[src/design/epi_pkg.sv]
package epi_pkg;

    // ---------------------------------------------------------------
    // Bus geometry
    // ---------------------------------------------------------------
    localparam int EPI_ADDR_W = 8;
    localparam int EPI_DATA_W = 32;
    localparam int EPI_STRB_W = 4;

    // ---------------------------------------------------------------
    // Register byte offsets
    // ---------------------------------------------------------------
    localparam logic [7:0] EPI_OFS_CTRL = 8'h00;
    localparam logic [7:0] EPI_OFS_EVT_STATUS = 8'h04;
    localparam logic [7:0] EPI_OFS_EVT_MASK = 8'h08;

    // ---------------------------------------------------------------
    // Status and control register fields
    // ---------------------------------------------------------------
    localparam int EPI_BIT_MODE = 0;
    localparam int EPI_BIT_IE = 1;
    localparam int EPI_BIT_ACK = 2;
    localparam int EPI_BIT_FLAG = 3;
    localparam int EPI_BIT_PE = 4;
    localparam int EPI_BIT_EDG = 5;
    localparam int EPI_BIT_PDD = 6;
    localparam logic [7:0] EPI_CTRL_RESET = 8'h00;

    // ---------------------------------------------------------------
    // Event status and mask fields
    // ---------------------------------------------------------------
    localparam int EPI_EVT_FLAG_SET = 0;
    localparam logic [0:0] EPI_EVT_RESET = 1'h0;

    // ---------------------------------------------------------------
    // Bus responses
    // ---------------------------------------------------------------
    localparam logic [1:0] EPI_RESP_OKAY = 2'h0;
    localparam logic [1:0] EPI_RESP_SLVERR = 2'h2;

endpackage : epi_pkg

[src/design/epi_axil_slave.sv]
`timescale 1ns/1ns
module epi_axil_slave
    import epi_pkg::*;
(
    input wire logic aclk,
    input wire logic aresetn,
    input wire logic [EPI_ADDR_W-1:0] s_axi_awaddr,
    input wire logic s_axi_awvalid,
    output logic s_axi_awready,
    input wire logic [EPI_DATA_W-1:0] s_axi_wdata,
    input wire logic [EPI_STRB_W-1:0] s_axi_wstrb,
    input wire logic s_axi_wvalid,
    output logic s_axi_wready,
    output logic [1:0] s_axi_bresp,
    output logic s_axi_bvalid,
    input wire logic s_axi_bready,
    input wire logic [EPI_ADDR_W-1:0] s_axi_araddr,
    input wire logic s_axi_arvalid,
    output logic s_axi_arready,
    output logic [EPI_DATA_W-1:0] s_axi_rdata,
    output logic [1:0] s_axi_rresp,
    output logic s_axi_rvalid,
    input wire logic s_axi_rready,
    output logic wr_en,
    output logic [EPI_ADDR_W-1:0] wr_addr,
    output logic [EPI_DATA_W-1:0] wr_data,
    output logic [EPI_STRB_W-1:0] wr_strb,
    input wire logic wr_err,
    output logic rd_en,
    output logic [EPI_ADDR_W-1:0] rd_addr,
    input wire logic [EPI_DATA_W-1:0] rd_data,
    input wire logic rd_err
);

    typedef struct packed {
        logic aw_held;
        logic [EPI_ADDR_W-1:0] awaddr;
        logic w_held;
        logic [EPI_DATA_W-1:0] wdata;
        logic [EPI_STRB_W-1:0] wstrb;
        logic awready;
        logic wready;
        logic bvalid;
        logic [1:0] bresp;
        logic arready;
        logic rvalid;
        logic [EPI_DATA_W-1:0] rdata;
        logic [1:0] rresp;
    } epi_axil_s;

    epi_axil_s st;
    epi_axil_s next_st;

    // ---------------------------------------------------------------
    // Channel handshakes
    // ---------------------------------------------------------------
    // Address and data are held separately so they may arrive in either order.
    always_comb
    begin
        next_st = st;
        wr_en = 1'b0;
        rd_en = 1'b0;
        if (st.bvalid && s_axi_bready)
        begin
            next_st.bvalid = 1'b0;
        end
        if (s_axi_awvalid && st.awready)
        begin
            next_st.aw_held = 1'b1;
            next_st.awaddr = s_axi_awaddr;
        end
        if (s_axi_wvalid && st.wready)
        begin
            next_st.w_held = 1'b1;
            next_st.wdata = s_axi_wdata;
            next_st.wstrb = s_axi_wstrb;
        end
        if (st.aw_held && st.w_held && !st.bvalid)
        begin
            wr_en = 1'b1;
            next_st.aw_held = 1'b0;
            next_st.w_held = 1'b0;
            next_st.bvalid = 1'b1;
            next_st.bresp = wr_err ? EPI_RESP_SLVERR : EPI_RESP_OKAY;
        end
        next_st.awready = !next_st.aw_held && !next_st.bvalid;
        next_st.wready = !next_st.w_held && !next_st.bvalid;
        if (st.rvalid && s_axi_rready)
        begin
            next_st.rvalid = 1'b0;
        end
        if (s_axi_arvalid && st.arready)
        begin
            rd_en = 1'b1;
            next_st.rvalid = 1'b1;
            next_st.rdata = rd_data;
            next_st.rresp = rd_err ? EPI_RESP_SLVERR : EPI_RESP_OKAY;
        end
        next_st.arready = !next_st.rvalid;
        if (!aresetn)
        begin
            next_st = '0;
        end
    end

    always_ff @(posedge aclk)
    begin
        st <= next_st;
    end

    assign wr_addr = st.awaddr;
    assign wr_data = st.wdata;
    assign wr_strb = st.wstrb;
    assign rd_addr = s_axi_araddr;
    assign s_axi_awready = st.awready;
    assign s_axi_wready = st.wready;
    assign s_axi_bvalid = st.bvalid;
    assign s_axi_bresp = st.bresp;
    assign s_axi_arready = st.arready;
    assign s_axi_rvalid = st.rvalid;
    assign s_axi_rdata = st.rdata;
    assign s_axi_rresp = st.rresp;

endmodule : epi_axil_slave

[src/design/epi_top.sv]
// How it works
// - Pin enable gates all pin events.
// - Read-only event flag at bit 3.
// - Acknowledge bit 2: write one clears, reads zero.
// - Level mode: flag stays while pin asserted.
// - Interrupt enable bit 1 drives CPU request.
// - Mode bit 0: edges only, or edges plus levels.
// - Polarity bit 5; rising sense disables pullup.
// - Pull disable bit 6 turns pull off.
// - Enabling pin sets flag; software acknowledges first.
// - Asynchronous wake path bypasses clocked detector.
//
// Our own choices: the placing of the registers and the AXI4-Lite slave port.
`timescale 1ns/1ns
module epi_top
    import epi_pkg::*;
(
    input wire logic aclk,
    input wire logic aresetn,
    input wire logic [EPI_ADDR_W-1:0] s_axi_awaddr,
    input wire logic s_axi_awvalid,
    output logic s_axi_awready,
    input wire logic [EPI_DATA_W-1:0] s_axi_wdata,
    input wire logic [EPI_STRB_W-1:0] s_axi_wstrb,
    input wire logic s_axi_wvalid,
    output logic s_axi_wready,
    output logic [1:0] s_axi_bresp,
    output logic s_axi_bvalid,
    input wire logic s_axi_bready,
    input wire logic [EPI_ADDR_W-1:0] s_axi_araddr,
    input wire logic s_axi_arvalid,
    output logic s_axi_arready,
    output logic [EPI_DATA_W-1:0] s_axi_rdata,
    output logic [1:0] s_axi_rresp,
    output logic s_axi_rvalid,
    input wire logic s_axi_rready,
    input wire logic pin_in,
    output logic pull_enable,
    output logic event_request,
    output logic irq,
    output logic wake_request
);

    typedef struct packed {
        logic sync1;
        logic sync2;
        logic prev;
        logic pe;
        logic edg;
        logic pdd;
        logic ie;
        logic mode;
        logic flag;
        logic evt_status;
        logic evt_mask;
        logic pull;
        logic req;
        logic irq;
    } epi_state_s;

    epi_state_s st;
    epi_state_s next_st;

    logic wr_en;
    logic [EPI_ADDR_W-1:0] wr_addr;
    logic [EPI_DATA_W-1:0] wr_data;
    logic [EPI_STRB_W-1:0] wr_strb;
    logic wr_err;
    logic rd_en;
    logic [EPI_ADDR_W-1:0] rd_addr;
    logic [EPI_DATA_W-1:0] rd_data;
    logic rd_err;
    logic active_now;
    logic active_prev;
    logic edge_det;
    logic level_hold;
    logic flag_set;
    logic ack_wr;
    logic ctrl_wr;
    logic [7:0] ctrl_view;

    // ---------------------------------------------------------------
    // Bus slave
    // ---------------------------------------------------------------
    epi_axil_slave epi_axil_slave_i (
        .aclk(aclk),
        .aresetn(aresetn),
        .s_axi_awaddr(s_axi_awaddr),
        .s_axi_awvalid(s_axi_awvalid),
        .s_axi_awready(s_axi_awready),
        .s_axi_wdata(s_axi_wdata),
        .s_axi_wstrb(s_axi_wstrb),
        .s_axi_wvalid(s_axi_wvalid),
        .s_axi_wready(s_axi_wready),
        .s_axi_bresp(s_axi_bresp),
        .s_axi_bvalid(s_axi_bvalid),
        .s_axi_bready(s_axi_bready),
        .s_axi_araddr(s_axi_araddr),
        .s_axi_arvalid(s_axi_arvalid),
        .s_axi_arready(s_axi_arready),
        .s_axi_rdata(s_axi_rdata),
        .s_axi_rresp(s_axi_rresp),
        .s_axi_rvalid(s_axi_rvalid),
        .s_axi_rready(s_axi_rready),
        .wr_en(wr_en),
        .wr_addr(wr_addr),
        .wr_data(wr_data),
        .wr_strb(wr_strb),
        .wr_err(wr_err),
        .rd_en(rd_en),
        .rd_addr(rd_addr),
        .rd_data(rd_data),
        .rd_err(rd_err)
    );

    // ---------------------------------------------------------------
    // Address decode and read data
    // ---------------------------------------------------------------
    assign wr_err = !(wr_addr == EPI_OFS_CTRL || wr_addr == EPI_OFS_EVT_STATUS
                      || wr_addr == EPI_OFS_EVT_MASK);
    assign rd_err = !(rd_addr == EPI_OFS_CTRL || rd_addr == EPI_OFS_EVT_STATUS
                      || rd_addr == EPI_OFS_EVT_MASK);

    always_comb
    begin
        ctrl_view = EPI_CTRL_RESET;
        ctrl_view[EPI_BIT_MODE] = st.mode;
        ctrl_view[EPI_BIT_IE] = st.ie;
        ctrl_view[EPI_BIT_FLAG] = st.flag;
        ctrl_view[EPI_BIT_PE] = st.pe;
        ctrl_view[EPI_BIT_EDG] = st.edg;
        ctrl_view[EPI_BIT_PDD] = st.pdd;
    end

    always_comb
    begin
        rd_data = '0;
        case (rd_addr)
            EPI_OFS_CTRL: rd_data[7:0] = ctrl_view;
            EPI_OFS_EVT_STATUS: rd_data[EPI_EVT_FLAG_SET] = st.evt_status;
            EPI_OFS_EVT_MASK: rd_data[EPI_EVT_FLAG_SET] = st.evt_mask;
            default: rd_data = '0;
        endcase
    end

    // ---------------------------------------------------------------
    // Pin detection
    // ---------------------------------------------------------------
    // polarity selects active sense
    assign active_now = st.edg ? st.sync2 : !st.sync2;
    assign active_prev = st.edg ? st.prev : !st.prev;
    assign edge_det = active_now && !active_prev;
    assign level_hold = st.pe && st.mode && active_now;
    assign ctrl_wr = wr_en && wr_addr == EPI_OFS_CTRL && wr_strb[0];
    assign ack_wr = ctrl_wr && wr_data[EPI_BIT_ACK];

    // edges, plus levels in mode 1
    assign flag_set = (st.pe && (edge_det || level_hold))
                      || (ctrl_wr && wr_data[EPI_BIT_PE] && !st.pe);

    // ---------------------------------------------------------------
    // Next state
    // ---------------------------------------------------------------
    always_comb
    begin
        next_st = st;
        next_st.sync1 = pin_in;
        next_st.sync2 = st.sync1;
        next_st.prev = st.sync2;
        if (ctrl_wr)
        begin
            next_st.mode = wr_data[EPI_BIT_MODE];
            next_st.ie = wr_data[EPI_BIT_IE];
            next_st.pe = wr_data[EPI_BIT_PE];
            next_st.edg = wr_data[EPI_BIT_EDG];
            next_st.pdd = wr_data[EPI_BIT_PDD];
        end
        if (wr_en && wr_addr == EPI_OFS_EVT_MASK && wr_strb[0])
        begin
            next_st.evt_mask = wr_data[EPI_EVT_FLAG_SET];
        end
        if (ack_wr && !level_hold)
        begin
            next_st.flag = 1'b0;
        end
        if (flag_set)
        begin
            next_st.flag = 1'b1;
        end
        if (wr_en && wr_addr == EPI_OFS_EVT_STATUS && wr_strb[0]
            && wr_data[EPI_EVT_FLAG_SET])
        begin
            next_st.evt_status = 1'b0;
        end
        if (next_st.flag && !st.flag)
        begin
            next_st.evt_status = 1'b1;
        end
        next_st.pull = next_st.pe && !next_st.pdd && !next_st.edg;
        next_st.req = next_st.flag && next_st.ie;
        next_st.irq = next_st.evt_status && next_st.evt_mask;
        if (!aresetn)
        begin
            next_st = '0;
            next_st.pe = EPI_CTRL_RESET[EPI_BIT_PE];
            next_st.edg = EPI_CTRL_RESET[EPI_BIT_EDG];
            next_st.pdd = EPI_CTRL_RESET[EPI_BIT_PDD];
            next_st.ie = EPI_CTRL_RESET[EPI_BIT_IE];
            next_st.mode = EPI_CTRL_RESET[EPI_BIT_MODE];
            next_st.evt_status = EPI_EVT_RESET;
            next_st.evt_mask = EPI_EVT_RESET;
        end
    end

    always_ff @(posedge aclk)
    begin
        st <= next_st;
    end

    assign pull_enable = st.pull;
    assign event_request = st.req;
    assign irq = st.irq;

    assign wake_request = st.pe && (pin_in == st.edg);
endmodule : epi_top

[config.mk]
export PLATFORM = sky130hd
export DESIGN_NAME = epi_top
export DESIGN_NICKNAME = d
export VERILOG_FILES = /design/src/design/epi_pkg.sv /design/src/design/epi_axil_slave.sv /design/src/design/epi_top.sv
export SDC_FILE = /design/constraint.sdc
export NUM_CORES = 1
export LEC_CHECK = 0
export ABC_AREA = 1
export BUFFER_PORTS_ARGS = -buffer_cell sky130_fd_sc_hd__buf_2
export CAP_MARGIN = 40
export CORE_ASPECT_RATIO = 1.5
export CORE_UTILIZATION = 40
export CTS_CLUSTER_DIAMETER = 30
export CTS_CLUSTER_SIZE = 28
export DETAILED_ROUTE_END_ITERATION = 10
export PLACE_DENSITY = 0.72
export SYNTH_ARGS = -nofsm -noshare
export SYNTH_HDL_FRONTEND = slang
export SYNTH_SLANG_ARGS = --single-unit
[constraint.sdc]
create_clock -name aclk -period 2.46 [get_ports aclk]
set_clock_uncertainty 0.1 [all_clocks]
set_input_delay 0.246 -clock aclk [delete_from_list [all_inputs] [get_ports aclk]]
set_output_delay 0.246 -clock aclk [all_outputs]
set_load 0.03 [all_outputs]
==> flow_summary_export.csv <==
group,metric,value,unit
setup_path,worst_ep_arrival_time,1.15,ns
setup_path,cp_max_fo,4,
floorplan,die_y,89.56,microns
clock_tree,clk_latency,0.29,ns
detailed_routing,ant_nets,0,
yosys,synth-seq-cells,44,
detailed_routing,drcViolationCount,0,
setup_path,rr_worst_depth,8,
layout,n_antenna_cell,0,
detailed_routing,wire_per_inst,9.251,microns
timing,post-route-period-util,60.82,%
timing,timing.final.max_slew_violations,0,
setup_path,setup.worst_path.end_class,"output port",
floorplan,pin_count,105,
pwr,pwr_density_cell,659.7,nW/um^2
setup_path,timing.rr.start,"epi_axil_slave_i.wr_addr[4]",
floorplan,dieArea,5407,sq um
setup_path,critPathTopFamily,"flip-flops",
yosys,ys_warn_count,0,
detailed_routing,wirelength,3.460,mm
grt,grt_pass1_vias,1464,
layout,layout.nets,368,
grt,antenna_found_initial,0,
detailed_routing,dr.max_layer_used,"met4",
setup_path,crit_cells,4,
grt,gr-total-overflow,0,
grt,grt_max_degree,30,
detailed_routing,viasPerCell,4.358,
floorplan,die-width,60.38,microns
timing,setup_tns,0,ns
place,numPlacedInstances,367,
setup_path,setup.worst_path.start,"ctrl_view[5]",
yosys,synth_flop_cell,"dfxtp_1",
timing,rsz0062_at_grt,"no",
detailed_routing,met1_length,1.381,mm
clock_tree,htreeDepth,2,
detailed_routing,routed-via-count,1630,
setup_path,cp.buffers_inverters,2,
grt,grt_usage,14.81,%
floorplan,coreArea,4887,sq um
clock_tree,cts_buffers,5,
setup_path,cpPeakStageDelay,0.39,ns
place,place_hpwl,2.662,mm
clock_tree,clockBufferDepth,2,
setup_path,worst_r2r_endpoint,"ctrl_view[3]",
yosys,seq_area_frac_synth,43.08,%
setup_path,cp_cell_sequence,"inv_1 -> o21ai_0 -> a21oi_1 -> buf_2",
clock_tree,cts_tree,"done",
setup_path,crit_required,2.11,ns
place,gp_congestion,0.7764,
layout,drive_above_1_share,22.40,%
timing,timing.hold.ws,0.05471,ns
run,drv_cap,0,
setup_path,r2r_slack,1.15,ns
detailed_routing,met3_length,210,microns
outcome,status,"finished clean",
detailed_routing,drt_iter0_markers,13,
pwr,p_leak,1.139,nW
place,port_buffers,47,
yosys,avgSynthCellArea,7.600,sq um
setup_path,crit_slowest_cell,"dfxtp_1",
yosys,syn_area,2044,sq um
setup_path,start_kind,"flop",
timing,hold_viol,0,
layout,fin_cells,374,
clock_tree,cts_sinks,44,
yosys,synth_cells,269,
timing,setup_viol,0,
clock_tree,cts.repair.resized,0,
clock_tree,path_clk_slew,0.08,ns
yosys,synth_edf_count,0,
timing,period_minus_slack,1.496,ns
floorplan,rows,31,
yosys,ys_async_sr_fraction,0,%
clock_tree,post_cts_buffers,0,
layout,layout_common_cells,"nor2_1 (47), buf_2 (47), dfxtp_1 (44)",
layout,syn2layout_area_growth,10.83,%
grt,grt_pass1_wl,5.913,mm
setup_path,critPathKind,"flop to output port",
worst_hold_path,hold_class,"input pin to flop",
clock_tree,postCtsHoldBufs,0,
yosys,ys_types,28,
detailed_routing,dr_wl_met2,1.772,mm
clock_tree,cts_root_buf,"clkbuf_8",
timing,clock.fmax,0.6684,GHz
setup_path,timing.critical_path.to,"wake_request",
detailed_routing,first_pass_iters,5,
pwr,peakVddDrop,0.0004695,V
floorplan,start_util,41.83,%
routing by layer:
layer | GRT usage [%] | vias up
li1 | - | 855
met4 | 9.302 | 0
met1 | 15.09 | 703
met2 | 26.07 | 62
met5 | 0 | -
met3 | 3.907 | 10
where the power goes:
group	switching [mW]	internal, mW
clock	0.229	0.250
sequential	0.0225	0.749
combinational	0.176	0.0684
total	0.428	1.07
how the worst min path moves through the flow:
stage / cells after the start / slack [ns] / endpoint / start
2_1_floorplan: 2 / 0.24 / st[13] / pin_in
4_1_cts: 3 / 0.06 / st[13] / pin_in
5_1_grt: 3 / 0.09 / st[13] / pin_in
3_5_place_dp: 2 / 0.30 / st[12] / st[13]
6_report: 3 / 0.05 / st[13] / pin_in
3_3_place_gp: 2 / 0.30 / st[12] / st[13]
flip-flops by register name, indices dropped and copies added, names as in the netlist:
| name | cells |
|---|---|
| event_request | 1 |
| epi_axil_slave_i.wr_data | 6 |
| epi_axil_slave_i.s_axi_awready | 1 |
| pull_enable | 1 |
| epi_axil_slave_i.s_axi_rdata | 6 |
| epi_axil_slave_i.s_axi_bresp | 1 |
| epi_axil_slave_i.s_axi_bvalid | 1 |
| epi_axil_slave_i.st | 2 |
| epi_axil_slave_i.s_axi_rvalid | 1 |
| epi_axil_slave_i.wr_addr | 8 |
| epi_axil_slave_i.s_axi_arready | 1 |
| epi_axil_slave_i.wr_strb | 1 |
| ctrl_view | 6 |
| epi_axil_slave_i.s_axi_rresp | 1 |
| irq | 1 |
| epi_axil_slave_i.s_axi_wready | 1 |
| st | 5 |
worst reg2reg max path, delay by kind of cell, from the launching register on:
family	cells	cell delay (ns)
AND/OR/NAND/NOR	6	0.59
flip-flops	1	0.32
AO/OA/AOI/OAI	1	0.12
buffers and inverters	1	0.05
synth_stat cells (3+ instances only):
| library cell | n | area [sq um] |
|---|---|---|
| clkbuf_1 | 4 | 15.01 |
| a21oi_1 | 17 | 85.08 |
| dfxtp_1 | 44 | 880.8 |
| nand3_1 | 9 | 45.04 |
| buf_4 | 36 | 270.3 |
| o21ai_0 | 23 | 115.1 |
| inv_1 | 27 | 101.4 |
| nor2_1 | 47 | 176.4 |
| nor3_1 | 3 | 15.01 |
| nand2_1 | 35 | 131.4 |
final cells by class:
type                            instances  area, sq um
Tap cell                               66        82.58
Inverter                               29        108.9
Sequential cell                        44        880.8
Clock buffer                            7        96.34
Timing Repair Buffer                   47        235.2
Multi-Input combinational cell        181        862.1
Fill cell                             540         2621
cell families (layout without fill, tap and decap cells):
logic type	Yosys count	after routing	synth area share, %
DFF	44	44	43.08
buffers and inverters	71	83	19.71
and+or+nand+nor	106	106	24.72
other	1	28	0.1834
AOI/OAI and AO/OA	47	47	12.30
metrics by stage:
stage                     setup slack, ns  util, %  instance area, sq um  power [mW]
final                              0.9639    46.36                  2266       1.495
after global routing               0.8548    46.36                  2266       1.567
after CTS                          0.9532    46.36                  2266       1.506
after detailed placement           0.9573    44.39                  2170       1.034
after global placement             0.9631    44.39                  2170       1.028
after floorplan                     1.103        -                  2146       1.021
Power figures use the tool's default switching activity.
